## src/core/ppcn_pkg.sv

```systemverilog
// Purpose: Shared constants for the parallel port and change notice block.
// Assumes: 16-bit register bus with byte offsets as printed.
// Notes:   Implemented-bit masks double as the direction reset values.
package ppcn_pkg;

  localparam int          PPCN_DW            = 16;
  localparam int          PPCN_AW            = 16;
  localparam int          PPCN_CN_COUNT      = 10;

  localparam logic [15:0] PPCN_OFF_B_DIR     = 16'h02c6;
  localparam logic [15:0] PPCN_OFF_B_PIN     = 16'h02c8;
  localparam logic [15:0] PPCN_OFF_B_LAT     = 16'h02ca;
  localparam logic [15:0] PPCN_OFF_C_DIR     = 16'h02cc;
  localparam logic [15:0] PPCN_OFF_C_PIN     = 16'h02ce;
  localparam logic [15:0] PPCN_OFF_C_LAT     = 16'h02d0;
  localparam logic [15:0] PPCN_OFF_D_DIR     = 16'h02d2;
  localparam logic [15:0] PPCN_OFF_D_PIN     = 16'h02d4;
  localparam logic [15:0] PPCN_OFF_D_LAT     = 16'h02d6;
  localparam logic [15:0] PPCN_OFF_E_DIR     = 16'h02d8;
  localparam logic [15:0] PPCN_OFF_E_PIN     = 16'h02da;
  localparam logic [15:0] PPCN_OFF_E_LAT     = 16'h02dc;
  localparam logic [15:0] PPCN_OFF_F_DIR     = 16'h02de;
  localparam logic [15:0] PPCN_OFF_F_PIN     = 16'h02e0;
  localparam logic [15:0] PPCN_OFF_F_LAT     = 16'h02e2;

  localparam logic [15:0] PPCN_OFF_CN_ENABLE = 16'h0300;
  localparam logic [15:0] PPCN_OFF_CN_STATUS = 16'h0302;
  localparam logic [15:0] PPCN_OFF_CN_MASK   = 16'h0304;

  localparam logic [15:0] PPCN_RST_B_DIR     = 16'h01ff;
  localparam logic [15:0] PPCN_RST_C_DIR     = 16'he000;
  localparam logic [15:0] PPCN_RST_D_DIR     = 16'h000f;
  localparam logic [15:0] PPCN_RST_E_DIR     = 16'h013f;
  localparam logic [15:0] PPCN_RST_F_DIR     = 16'h007f;
  localparam logic [15:0] PPCN_RST_LAT       = 16'h0000;
  localparam logic [15:0] PPCN_RST_PIN       = 16'h0000;

  localparam logic [15:0] PPCN_IMPL_B        = 16'h01ff;
  localparam logic [15:0] PPCN_IMPL_C        = 16'he000;
  localparam logic [15:0] PPCN_IMPL_D        = 16'h000f;
  localparam logic [15:0] PPCN_IMPL_E        = 16'h013f;
  localparam logic [15:0] PPCN_IMPL_F        = 16'h007f;

  localparam logic [9:0]  PPCN_RST_CN        = 10'h000;

endpackage : ppcn_pkg

```

## src/core/ppcn_port.sv

```systemverilog
// Purpose: One parallel port: direction bits, output latch, pin sampling.
// Assumes: Pin inputs are synchronous to clk.
// Notes:   Unimplemented bits are held at zero in every flop.
`timescale 1ns/100ps
`default_nettype none
module ppcn_port
  import ppcn_pkg::*;
#(
  parameter int          W        = 16,
  parameter logic [15:0] IMPL     = 16'hffff,
  parameter logic [15:0] DIR_RST  = 16'hffff
) (
  input  wire logic         clk,
  input  wire logic         rst_n,
  input  wire logic         dir_we,
  input  wire logic         lat_we,
  input  wire logic [W-1:0] wdata,
  input  wire logic [W-1:0] pin_in,
  output logic      [W-1:0] dir_q,
  output logic      [W-1:0] lat_q,
  output logic      [W-1:0] pin_q,
  output logic      [W-1:0] pin_out,
  output logic      [W-1:0] pin_oe
);

  logic [W-1:0] dir_reg;
  logic [W-1:0] dir_next;
  logic [W-1:0] lat_reg;
  logic [W-1:0] oe_reg;
  logic [W-1:0] pin_reg;

  if (W != 16) begin : g_chk
    $error("ppcn_port supports only 16-bit ports.");
  end

  always_comb begin
    dir_next = dir_we ? (wdata & IMPL) : dir_reg;
  end

  always_ff @(posedge clk) begin
    if (!rst_n) begin
      dir_reg <= DIR_RST & IMPL;
      oe_reg  <= ~DIR_RST & IMPL;
    end else begin
      dir_reg <= dir_next;
      oe_reg  <= ~dir_next & IMPL;
    end
  end

  always_ff @(posedge clk) begin
    if (!rst_n) begin
      lat_reg <= PPCN_RST_LAT;
    end else if (lat_we) begin
      lat_reg <= wdata & IMPL;
    end
  end

  always_ff @(posedge clk) begin
    if (!rst_n) begin
      pin_reg <= PPCN_RST_PIN;
    end else begin
      pin_reg <= pin_in & IMPL;
    end
  end

  assign dir_q   = dir_reg;
  assign lat_q   = lat_reg;
  assign pin_q   = pin_reg;
  assign pin_out = lat_reg;
  assign pin_oe  = oe_reg;

endmodule : ppcn_port
`default_nettype wire

```

## src/core/ppcn_top.sv

```systemverilog
// Purpose: Parallel ports B to F with input change notification.
// Assumes: Register bus strobes are one cycle long; pins synchronous to clk.
// Notes:   Read data appear in the cycle after the read strobe.
//
// The plain strobed port was decided locally.
`timescale 1ns/100ps
`default_nettype none
// How it works
// - Bits a port does not implement read as zero and ignore writes.
// - A change on a watched input raises the interrupt request.
// - The change comparison is pure logic and holds its result while the clock is stopped.
// - Ten change notice inputs exist, numbered 0 to 7, 17 and 18.
// - Each change notice input has its own enable, and only enabled inputs flag changes.
// - A direction bit of one makes the pin an input, zero makes it drive the latch.
// - Pin state reads return sampled pins, its writes and latch accesses reach the latch.
// - After reset every implemented pin is an input.
module ppcn_top
  import ppcn_pkg::*;
#(
  parameter int CN_COUNT = PPCN_CN_COUNT
) (
  input  wire logic                clk,
  input  wire logic                rst_n,
  input  wire logic [PPCN_AW-1:0]  bus_addr,
  input  wire logic [PPCN_DW-1:0]  bus_wdata,
  input  wire logic                bus_wr,
  input  wire logic                bus_rd,
  output logic      [PPCN_DW-1:0]  bus_rdata,
  input  wire logic [15:0]         pin_in_b,
  output logic      [15:0]         pin_out_b,
  output logic      [15:0]         pin_oe_b,
  input  wire logic [15:0]         pin_in_c,
  output logic      [15:0]         pin_out_c,
  output logic      [15:0]         pin_oe_c,
  input  wire logic [15:0]         pin_in_d,
  output logic      [15:0]         pin_out_d,
  output logic      [15:0]         pin_oe_d,
  input  wire logic [15:0]         pin_in_e,
  output logic      [15:0]         pin_out_e,
  output logic      [15:0]         pin_oe_e,
  input  wire logic [15:0]         pin_in_f,
  output logic      [15:0]         pin_out_f,
  output logic      [15:0]         pin_oe_f,
  input  wire logic [CN_COUNT-1:0] change_notice_input,
  output logic                     irq
);

  if (CN_COUNT != PPCN_CN_COUNT) begin : g_chk
    $error("ppcn_top needs exactly ten change notice inputs.");
  end

  logic [15:0]         dir_b;
  logic [15:0]         lat_b;
  logic [15:0]         pin_b;
  logic [15:0]         dir_c;
  logic [15:0]         lat_c;
  logic [15:0]         pin_c;
  logic [15:0]         dir_d;
  logic [15:0]         lat_d;
  logic [15:0]         pin_d;
  logic [15:0]         dir_e;
  logic [15:0]         lat_e;
  logic [15:0]         pin_e;
  logic [15:0]         dir_f;
  logic [15:0]         lat_f;
  logic [15:0]         pin_f;

  logic                we_dir_b;
  logic                we_lat_b;
  logic                we_dir_c;
  logic                we_lat_c;
  logic                we_dir_d;
  logic                we_lat_d;
  logic                we_dir_e;
  logic                we_lat_e;
  logic                we_dir_f;
  logic                we_lat_f;

  logic [CN_COUNT-1:0] cn_enable_reg;
  logic [CN_COUNT-1:0] cn_mask_reg;
  logic [CN_COUNT-1:0] cn_mask_next;
  logic [CN_COUNT-1:0] cn_status_reg;
  logic [CN_COUNT-1:0] cn_status_next;
  logic [CN_COUNT-1:0] cn_prev_reg;
  logic [CN_COUNT-1:0] change_of_state;
  logic [CN_COUNT-1:0] cn_clear;
  logic                irq_reg;
  logic [PPCN_DW-1:0]  rdata_reg;

  // Write decode; a pin state write lands in the latch.
  assign we_dir_b = bus_wr && (bus_addr == PPCN_OFF_B_DIR);
  assign we_lat_b = bus_wr && ((bus_addr == PPCN_OFF_B_LAT) ||
                               (bus_addr == PPCN_OFF_B_PIN));
  assign we_dir_c = bus_wr && (bus_addr == PPCN_OFF_C_DIR);
  assign we_lat_c = bus_wr && ((bus_addr == PPCN_OFF_C_LAT) ||
                               (bus_addr == PPCN_OFF_C_PIN));
  assign we_dir_d = bus_wr && (bus_addr == PPCN_OFF_D_DIR);
  assign we_lat_d = bus_wr && ((bus_addr == PPCN_OFF_D_LAT) ||
                               (bus_addr == PPCN_OFF_D_PIN));
  assign we_dir_e = bus_wr && (bus_addr == PPCN_OFF_E_DIR);
  assign we_lat_e = bus_wr && ((bus_addr == PPCN_OFF_E_LAT) ||
                               (bus_addr == PPCN_OFF_E_PIN));
  assign we_dir_f = bus_wr && (bus_addr == PPCN_OFF_F_DIR);
  assign we_lat_f = bus_wr && ((bus_addr == PPCN_OFF_F_LAT) ||
                               (bus_addr == PPCN_OFF_F_PIN));

  ppcn_port #(
    .W       (16),
    .IMPL    (PPCN_IMPL_B),
    .DIR_RST (PPCN_RST_B_DIR)
  ) u_port_b (
    .clk     (clk),
    .rst_n   (rst_n),
    .dir_we  (we_dir_b),
    .lat_we  (we_lat_b),
    .wdata   (bus_wdata),
    .pin_in  (pin_in_b),
    .dir_q   (dir_b),
    .lat_q   (lat_b),
    .pin_q   (pin_b),
    .pin_out (pin_out_b),
    .pin_oe  (pin_oe_b)
  );

  ppcn_port #(
    .W       (16),
    .IMPL    (PPCN_IMPL_C),
    .DIR_RST (PPCN_RST_C_DIR)
  ) u_port_c (
    .clk     (clk),
    .rst_n   (rst_n),
    .dir_we  (we_dir_c),
    .lat_we  (we_lat_c),
    .wdata   (bus_wdata),
    .pin_in  (pin_in_c),
    .dir_q   (dir_c),
    .lat_q   (lat_c),
    .pin_q   (pin_c),
    .pin_out (pin_out_c),
    .pin_oe  (pin_oe_c)
  );

  ppcn_port #(
    .W       (16),
    .IMPL    (PPCN_IMPL_D),
    .DIR_RST (PPCN_RST_D_DIR)
  ) u_port_d (
    .clk     (clk),
    .rst_n   (rst_n),
    .dir_we  (we_dir_d),
    .lat_we  (we_lat_d),
    .wdata   (bus_wdata),
    .pin_in  (pin_in_d),
    .dir_q   (dir_d),
    .lat_q   (lat_d),
    .pin_q   (pin_d),
    .pin_out (pin_out_d),
    .pin_oe  (pin_oe_d)
  );

  ppcn_port #(
    .W       (16),
    .IMPL    (PPCN_IMPL_E),
    .DIR_RST (PPCN_RST_E_DIR)
  ) u_port_e (
    .clk     (clk),
    .rst_n   (rst_n),
    .dir_we  (we_dir_e),
    .lat_we  (we_lat_e),
    .wdata   (bus_wdata),
    .pin_in  (pin_in_e),
    .dir_q   (dir_e),
    .lat_q   (lat_e),
    .pin_q   (pin_e),
    .pin_out (pin_out_e),
    .pin_oe  (pin_oe_e)
  );

  ppcn_port #(
    .W       (16),
    .IMPL    (PPCN_IMPL_F),
    .DIR_RST (PPCN_RST_F_DIR)
  ) u_port_f (
    .clk     (clk),
    .rst_n   (rst_n),
    .dir_we  (we_dir_f),
    .lat_we  (we_lat_f),
    .wdata   (bus_wdata),
    .pin_in  (pin_in_f),
    .dir_q   (dir_f),
    .lat_q   (lat_f),
    .pin_q   (pin_f),
    .pin_out (pin_out_f),
    .pin_oe  (pin_oe_f)
  );

  // The mismatch is held by the captured level, so no edge is needed to keep it.
  assign change_of_state = (change_notice_input ^ cn_prev_reg) & cn_enable_reg;

  assign cn_clear = (bus_wr && (bus_addr == PPCN_OFF_CN_STATUS)) ?
                    bus_wdata[CN_COUNT-1:0] : {CN_COUNT{1'b0}};

  // A change in the cycle of its clear still sets the flag.
  always_comb begin
    cn_status_next = (cn_status_reg & ~cn_clear) | change_of_state;
  end

  always_ff @(posedge clk) begin
    if (!rst_n) begin
      cn_prev_reg <= PPCN_RST_CN;
    end else begin
      cn_prev_reg <= change_notice_input;
    end
  end

  always_ff @(posedge clk) begin
    if (!rst_n) begin
      cn_status_reg <= PPCN_RST_CN;
    end else begin
      cn_status_reg <= cn_status_next;
    end
  end

  always_ff @(posedge clk) begin
    if (!rst_n) begin
      cn_enable_reg <= PPCN_RST_CN;
    end else if (bus_wr && (bus_addr == PPCN_OFF_CN_ENABLE)) begin
      cn_enable_reg <= bus_wdata[CN_COUNT-1:0];
    end
  end

  // The interrupt follows a mask write in the same cycle as the mask register does.
  always_comb begin
    cn_mask_next = (bus_wr && (bus_addr == PPCN_OFF_CN_MASK)) ?
                   bus_wdata[CN_COUNT-1:0] : cn_mask_reg;
  end

  always_ff @(posedge clk) begin
    if (!rst_n) begin
      cn_mask_reg <= PPCN_RST_CN;
    end else begin
      cn_mask_reg <= cn_mask_next;
    end
  end

  always_ff @(posedge clk) begin
    if (!rst_n) begin
      irq_reg <= 1'b0;
    end else begin
      irq_reg <= |(cn_status_next & cn_mask_next);
    end
  end

  // Read port; unmapped offsets and idle cycles return zero.
  always_ff @(posedge clk) begin
    if (!rst_n) begin
      rdata_reg <= 16'h0000;
    end else if (bus_rd) begin
      case (bus_addr)
        PPCN_OFF_B_DIR:     rdata_reg <= dir_b;
        PPCN_OFF_B_PIN:     rdata_reg <= pin_b;
        PPCN_OFF_B_LAT:     rdata_reg <= lat_b;
        PPCN_OFF_C_DIR:     rdata_reg <= dir_c;
        PPCN_OFF_C_PIN:     rdata_reg <= pin_c;
        PPCN_OFF_C_LAT:     rdata_reg <= lat_c;
        PPCN_OFF_D_DIR:     rdata_reg <= dir_d;
        PPCN_OFF_D_PIN:     rdata_reg <= pin_d;
        PPCN_OFF_D_LAT:     rdata_reg <= lat_d;
        PPCN_OFF_E_DIR:     rdata_reg <= dir_e;
        PPCN_OFF_E_PIN:     rdata_reg <= pin_e;
        PPCN_OFF_E_LAT:     rdata_reg <= lat_e;
        PPCN_OFF_F_DIR:     rdata_reg <= dir_f;
        PPCN_OFF_F_PIN:     rdata_reg <= pin_f;
        PPCN_OFF_F_LAT:     rdata_reg <= lat_f;
        PPCN_OFF_CN_ENABLE: rdata_reg <= {6'h00, cn_enable_reg};
        PPCN_OFF_CN_STATUS: rdata_reg <= {6'h00, cn_status_reg};
        PPCN_OFF_CN_MASK:   rdata_reg <= {6'h00, cn_mask_reg};
        default:            rdata_reg <= 16'h0000;
      endcase
    end else begin
      rdata_reg <= 16'h0000;
    end
  end

  assign bus_rdata = rdata_reg;
  assign irq       = irq_reg;

endmodule : ppcn_top
`default_nettype wire

```

## config.mk

```make
export PLATFORM = sky130hd
export DESIGN_NAME = ppcn_top
export DESIGN_NICKNAME = d
export VERILOG_FILES = /design/src/core/ppcn_pkg.sv /design/src/core/ppcn_port.sv /design/src/core/ppcn_top.sv
export SDC_FILE = /design/constraint.sdc
export NUM_CORES = 1
export LEC_CHECK = 0
export ABC_CLOCK_PERIOD_IN_PS = 2700
export BUFFER_PORTS_ARGS = -buffer_cell sky130_fd_sc_hd__buf_2
export CORE_MARGIN = 10
export CORE_UTILIZATION = 25
export CTS_BUF_LIST = sky130_fd_sc_hd__clkbuf_4 sky130_fd_sc_hd__clkbuf_8
export CTS_CLUSTER_DIAMETER = 120
export CTS_CLUSTER_SIZE = 30
export DETAILED_ROUTE_END_ITERATION = 10
export GPL_TIMING_DRIVEN = 0
export PLACE_DENSITY = 0.53
export SLEW_MARGIN = 20
export SYNTH_ARGS = -nofsm -noshare
export SYNTH_HDL_FRONTEND = slang
export SYNTH_SLANG_ARGS = --single-unit
```

## constraint.sdc

```tcl
create_clock -name clk -period 2.7 [get_ports clk]
set_input_delay 0.135 -clock clk [delete_from_list [all_inputs] [get_ports clk]]
set_output_delay 0.135 -clock clk [all_outputs]
set_load 0.1 [all_outputs]
```

# Word-level counts from Yosys, hierarchy flattened
# Cells that the tools add are included.
[op_classes]
eq_ne = 18
bitwise = 11
mux = 8
reduce_logical = 20
[ops]
columns = ["operator", "count"]
rows = [
  ["16-bit by 10-bit equality test with 1-bit output (second input constant)", 18],
  ["16-bit one-hot mux with 18 select lines", 1],
  ["16-bit two-way mux", 5],
  ["10-bit bitwise AND", 3],
  ["10-bit two-way mux", 2],
  ["9-bit inverter", 2],
  ["16-bit inverter", 1],
  ["1-bit logical AND", 13],
  ["10-bit inverter", 1],
  ["10-bit bitwise OR", 1],
  ["10-bit OR reduction", 1],
  ["10-bit XOR", 1],
  ["7-bit inverter", 1],
  ["1-bit logical OR", 5],
  ["4-bit inverter", 1],
  ["2-bit AND reduction", 1],
]
[word_totals]
elab_cells = 93
input_bits = 126
regBits = 327
output_inout_bits = 177

# Longest topological paths before layout
# Gate-level depths: netlist of run 1.
[logic_depth]
ltp_word = 8
depth_mapped = 9
mapped_depth_nobuf = 6

# Cells and area by module
# From an unflattened synthesis of run 1, not the netlist that was laid out.
[hier_totals]
hier_cells = 1122
area_unflattened_um2 = 10418.7
[by_module_without_submodules]
columns = ["module", "n_inst", "area_each_um2", "cells_each"]
rows = [
  ["ppcn_top", 1, 4142.7, 501],
  ["ppcn_port (u_port_b)", 1, 1495.2, 140],
  ["ppcn_port (u_port_e)", 1, 1328.8, 130],
  ["ppcn_port (u_port_f)", 1, 1286.2, 128],
  ["ppcn_port (u_port_c)", 1, 1169.9, 115],
  ["ppcn_port (u_port_d)", 1, 996.0, 108],
]

# Worst setup path before layout of run 1
# No wires, ideal clock.
[synth_path]
path_kind = "input port to flip-flop"
start = "input bus_addr[13]"
end = "register u_port_b.oe_reg[2] (netlist: u_port_b.pin_oe[2])"
slack_ns = 0.321
arrival_time_ns = 2.264
path_stages = 7
n_path_buf = 1
setup_ns = 0.115
path_cell_list = "or4_4 -> or4_4 -> buf_6 -> nor4_4 -> nand2_4 -> mux2i_1 -> and2_1"
[synth_via]
elab_chain_len = 4
[synth_rtl]
columns = ["item", "line", "text"]
rows = [
  ["from (decl)", "ppcn_top.sv:24", "input wire logic [PPCN_AW-1:0] bus_addr,"],
  ["16-bit by 10-bit equality test with 1-bit output", "ppcn_top.sv:91", "assign we_dir_b = bus_wr && (bus_addr == PPCN_OFF_B_DIR);"],
  ["1-bit logical AND", "ppcn_top.sv:91", ""],
  ["16-bit two-way mux", "ppcn_port.sv:37", "dir_next = dir_we ? (wdata & IMPL) : dir_reg;"],
  ["9-bit inverter", "ppcn_port.sv:46", "oe_reg <= ~dir_next & IMPL;"],
  ["to (signal assigned)", "ppcn_port.sv:43", "oe_reg <= ~DIR_RST & IMPL;"],
  ["to (signal assigned)", "ppcn_port.sv:46", ""],
  ["to (decl)", "ppcn_port.sv:29", "logic [W-1:0] oe_reg;"],
]
# Every way passes these cells.
# A chain may end at the register's enable or synchronous reset.

# Worst setup path after layout of run 1
[layout_path]
start = "input bus_addr[13]"
end = "register cn_enable_reg[9]"
[layout_via]
elab_chain_len = 2
[layout_rtl]
columns = ["item", "line", "text"]
rows = [
  ["16-bit by 10-bit equality test with 1-bit output", "ppcn_top.sv:227", "end else if (bus_wr && (bus_addr == PPCN_OFF_CN_ENABLE)) begin"],
  ["1-bit logical AND", "ppcn_top.sv:227", ""],
  ["to (signal assigned)", "ppcn_top.sv:228", "cn_enable_reg <= bus_wdata[CN_COUNT-1:0];"],
  ["to (decl)", "ppcn_top.sv:79", "logic [CN_COUNT-1:0] cn_enable_reg;"],
]
# Every way passes these cells.

==> metrics, run 1 <==
run status finished clean; worst slew pin tran 0.973 ns; Critical Path AT 2.94 ns; Period minus WS final 2.61 ns; # IOs 303; most frequent cells in the layout dfxtp_1 (192), buf_2 (153), buf_4 (102); nets@finish 1,233; worst hold path type in -> reg; Post-synth EDFFs 0; Max-cap violations 0; Core Util, Final 33.3%; insertion delay to the later sink of the worst-skew pair 0.47 ns; unique cell type count in the Yosys netlist 50; CTS tree built; chip width 200 um; routed vias/inst 4.37; RSZ-0062 raised after global routing false; Vias 6,661; Synth Area per Inst 10.1 um2; commonest non-fill, non-tap cell in the layout dfxtp_1; largest net degree at the start of global routing 19; synth warn 0; number of global-route vias before repair 6,510; gp weighted congestion 0.927; area grow syn2layout 30.5%; Hold Worst Slack 0.0405 ns; power per cell area 550 mW/mm2; clock-pin slew on the worst setup and hold paths 0.11 ns; DRC marker count from the first detailed-route iteration 619; crit-path max FO 10; total power 5.81 mW; skew final 0.0119 ns; First-pass DRT Iterations 6; VDD IR max 0.282 mV; WL per Instance 19.5 um; Slew Limit Fails 0; Critical Path RT 3.03 ns; hpwl dp 23,000 um; synthesized area 0.00808 mm2; Num CTS Buffers 17; core area 0.0317 mm2; final setup fails 0; clock tree root driver cell clkbuf_8; Setup crit start kind input pin; Seq/Total Area, Yosys 47.5%; clock sinks 192; P_leak 5.01 nW; CTS Buffer Depth 2; CP Class in -> reg; fraction of layout cells with a size suffix above 1 29.6%; Yosys reg bits 192; fraction of registers with async set/reset 0%; antenna-violating nets left 0; Die Ht 200 um; crit share post-route 96.6%; grt total ovfl 0; antenna violations before repair 4; final hold violation count 0; first-pass GRT wire length 42,200 um; Total Routed Length 29,800 um; number of port buffers 146; die area 0.0399 mm2; Top FF cell, synth dfxtp_1; setup bufs post-CTS 0; Mapped Cells 798; Max Clk Rate 383 MHz; DR DRC count 0; row count 65; CP endpoint kind flip-flop; H-tree lvl count 4; Tot GR Track Use 14.4%; Initial Util 25.5%; slew margin rel. 34.2%
[layout make-up]
cell class	instances	area [um2]
buffer	146	958
antenna	2	5.00
tap	402	503
multi-input combinational	555	3660
sequential	192	3840
timing repair buffer	191	1180
fill	3338	21200
clock buffer	17	234
inverter	4	15.0
clock inverter	15	150
[metal layers]
metal	up-vias	part of all wire, %	wire length, um	GRT usage (%)
li1	3214	-	-	-
met1	3132	43	12700	18.1
met2	285	47	14100	23.6
met3	28	8.6	2560	4.20
met4	2	1.4	412	3.45
met5	-	0.060	18	0
[power by group]
| group | switching, mW | internal [mW] | total (mW) | leakage [nW] |
|---|---|---|---|---|
| clock network | 1.14 | 0.761 | 1.90 | 0.193 |
| logic | 0.807 | 0.224 | 1.03 | 3.25 |
| registers | 0.0125 | 2.86 | 2.87 | 1.56 |
[synthesized netlist by cell type (2+ instances only)]
cell,number,area (um2)
buf_6,3,33.8
nor2_1,47,176
and3_1,26,163
buf_2,7,35.0
or4_4,3,33.8
nor3_2,3,30.0
nor4_4,4,85.1
nand2_2,2,12.5
inv_1,4,15.0
mux2_2,11,124
a211oi_2,8,100
a21oi_1,6,30.0
nor4_1,3,18.8
or4_1,2,15.0
mux2i_1,70,701
xor2_1,10,87.6
nand4_1,10,62.6
a222oi_1,22,220
nand2b_1,5,31.3
and4_1,5,43.8
nor4b_1,2,17.5
buf_4,101,758
o21ai_0,7,35.0
a22oi_1,33,248
nor3_1,12,60.1
dfxtp_1,192,3840
nand2_1,49,184
clkbuf_1,34,128
and2_1,87,544
nand3_1,4,20.0
a22o_1,7,61.3
[kinds of logic (layout without fill, tap and decap cells)]
| group | Yosys count | in the layout | share of synthesized area [%] |
|---|---|---|---|
| xor gates and xnor gates | 10 | 10 | 1.08 |
| muxes | 81 | 81 | 10.2 |
| AOI/OAI and AO/OA | 92 | 92 | 9.58 |
| and+or+nand+nor | 272 | 272 | 19.5 |
| DFF | 192 | 192 | 47.5 |
| buffers and inverters | 150 | 373 | 12.0 |
| other | 1 | 102 | 0.0464 |
[path summary, 6_finish.rpt]
path | from | to | slack [ns] | cells past startpoint
max | bus_addr[13] | cn_enable_reg[9] | 0.09 | 9
max reg2reg | cn_mask_reg[8] | bus_rdata[8] | 1.18 | 3
min | bus_wdata[7] | u_port_b.dir_q[7] | 0.04 | 3
min reg2reg | u_port_c.dir_q[10] | bus_rdata[10] | 0.47 | 1
[critical path, stage by stage]
cell and delay, ns:
buf_2 0.10, or4_4 0.54, or4_1 0.50, clkbuf_1 0.23, nor2_1 0.25, buf_2 0.33
nand2_1 0.48, mux2i_1 0.31, nor2_1 0.05
[per-stage QoR]
stage | TNS [ns] | cell area (um2) | setup WS [ns] | instances
6_report | 0 | 10500 | 0.0909 | 1524
2_1_floorplan | 0 | 8460 | 0.321 | 897
4_1_cts | 0 | 10500 | 0.0428 | 1522
5_1_grt | 0 | 10500 | 0.0312 | 1522
3_3_place_gp | -17.77 | 9690 | -0.664 | 1445
3_5_place_dp | -16.90 | 9700 | -0.551 | 1446
[repair_timing]
action / 4_1_cts / 5_1_grt
endpoints found under the setup margin: 1 / 3
hold buffers: 44 / 0
hold endpoints to repair: 49 / 0
resized for setup: 1 / 2
(Power assumes the default switching activity.)
==> run 2: changes to the inputs <==
--- a/config.mk
+++ b/config.mk
@@ -8,13 +8,13 @@
 export ABC_CLOCK_PERIOD_IN_PS = 2700
 export BUFFER_PORTS_ARGS = -buffer_cell sky130_fd_sc_hd__buf_2
 export CORE_MARGIN = 10
-export CORE_UTILIZATION = 25
+export CORE_UTILIZATION = 51
 export CTS_BUF_LIST = sky130_fd_sc_hd__clkbuf_4 sky130_fd_sc_hd__clkbuf_8
 export CTS_CLUSTER_DIAMETER = 120
 export CTS_CLUSTER_SIZE = 30
 export DETAILED_ROUTE_END_ITERATION = 10
 export GPL_TIMING_DRIVEN = 0
-export PLACE_DENSITY = 0.53
+export PLACE_DENSITY = 0.89
 export SLEW_MARGIN = 20
 export SYNTH_ARGS = -nofsm -noshare
 export SYNTH_HDL_FRONTEND = slang
==> run 2 against run 1 <==
Effect of this change:
- the flow now finishes with violations (negative setup slack)
- count of clock-buffer cells in the layout rose by 6
- power fell by 1.5%
- via count rose by 6.8%
- clock skew rose by 0.0044 ns
==> metrics, run 2 (synthesized netlist as in run 1, its figures left out) <==
Critical Path RT 3.10 ns; worst hold path type in -> reg; hold path cells 3; DRC marker count from the first detailed-route iteration 934; Hold Path End cn_enable_reg[6]; worst r2r src cn_prev_reg[2]; insertion delay to the later sink of the worst-skew pair 0.48 ns; Setup crit start kind input pin; VDD IR max 0.446 mV; slew margin rel. 22.0%; core area 0.0154 mm2; CTS Buffer Depth 2; failing checks negative setup slack; FF-to-FF End irq; P_leak 5.01 nW; placed insts 1,255; setup ws final -0.0317 ns; nets@finish 1,234; area grow syn2layout 27.5%; Die Ht 146 um; antenna-violating nets left 0; hpwl dp 19,700 um; Initial Util 52.6%; number of global-route vias before repair 7,220; crit-path max FO 10; Hold Worst Slack 0.0443 ns; chip width 146 um; WL per Instance 20.3 um; DR DRC count 0; H-tree lvl count 4; routed vias/inst 5.33; CP Launch Point bus_addr[13]; Total Routed Length 27,100 um; setup_tns -0.0545 ns; Max-cap violations 0; skew final 0.0163 ns; final setup fails 2; number of port buffers 146; CP endpoint kind flip-flop; setup bufs post-CTS 0; Period minus WS final 2.73 ns; Place WS -0.364 ns; antenna violations before repair 3; clock tree root driver cell clkbuf_8; grt total ovfl 0; final hold violation count 0; reg2reg path depth 5; largest net degree at the start of global routing 17; most frequent cells in the layout dfxtp_1 (192), buf_2 (154), buf_4 (101); Tot GR Track Use 24.8%; commonest non-fill, non-tap cell in the layout dfxtp_1; # IOs 303; First-pass DRT Iterations 7; clock sinks 192; clock-pin slew on the worst setup and hold paths 0.09 ns; run status finished, violations left; first-pass GRT wire length 41,600 um; setup slack, reg-to-reg 1.24 ns; crit share post-route 101%; RSZ-0062 raised after global routing false; Vias 7,113; worst slew pin tran 1.16 ns; Hold Crit Start bus_wdata[6]; CP Class in -> reg; die area 0.0213 mm2; gp weighted congestion 0.967; CTS tree built; power per cell area 555 mW/mm2; Max Clk Rate 366 MHz; Fillers 1,238; Num CTS Buffers 17; Slew Limit Fails 0; Critical Path AT 3.13 ns; row count 45; final non-filler cell total 1,335; fraction of layout cells with a size suffix above 1 29.5%
==> run 2: worst max-delay path: stages <==
cell and delay, ns:
buf_2 0.09, or4_4 0.55, or4_4 0.47, buf_6 0.18, nor3_1 0.92, a222oi_1 0.28
and3_1 0.26, a211oi_2 0.23
==> run 2: final cells by class <==
cell class	instances	area, um2	area share (%)
Sequential cell	192	3840	37.3
Multi-Input combinational cell	555	3660	35.5
Clock buffer	23	292	2.83
Timing Repair Buffer	192	1190	11.5
Clock inverter	8	81.3	0.789
Antenna cell	4	10.0	0.0971
Buffer	146	958	9.30
Inverter	4	15.0	0.146
Tap cell	211	264	2.56
==> run 2: worst max-delay path by stage <==
| stage | end | cells past startpoint | slack, ns |
|---|---|---|---|
| after global placement | irq | 8 | -0.82 |
| after global routing | bus_rdata[4] | 8 | 0.006 |
| after floorplan | u_port_b.pin_oe[2] | 7 | 0.32 |
| after detailed placement | bus_rdata[4] | 8 | -0.36 |
| after CTS | bus_rdata[3] | 8 | 0.002 |
| final | bus_rdata[4] | 8 | -0.03 |
==> run 2: where the power goes <==
part           leakage (nW)  total [mW]  switching, mW  internal, mW
clock network         0.190        1.82          0.999         0.817
logic                  3.26        1.03          0.805         0.225
registers              1.56        2.87         0.0127          2.86
total                  5.01        5.72           1.82          3.90
==> run 2: layer usage <==
layer / GRT usage [%] / vias up / routed length (um)
met2: 40.5 / 479 / 12900
met1: 29.5 / 3331 / 10200
met4: 9.66 / 0 / 919
met5: 0 / - / 0
li1: - / 3226 / -
met3: 8.07 / 77 / 3090
==> run 2: through the flow <==
stage               power, mW  instance area, um2  util (%)
floorplan                3.76                8460         -
global placement         3.88                9450      61.5
detailed placement       3.89                9460      61.6
CTS                      5.68               10300      66.9
global route             5.88               10300      67.0
finish                   5.72               10300      67.1
==> run 2: timing repair <==
item	CTS	global route
endpoints found under the setup margin	0	4
hold buffers	45	0
resized for setup	0	2
endpoints found under the hold margin	48	0
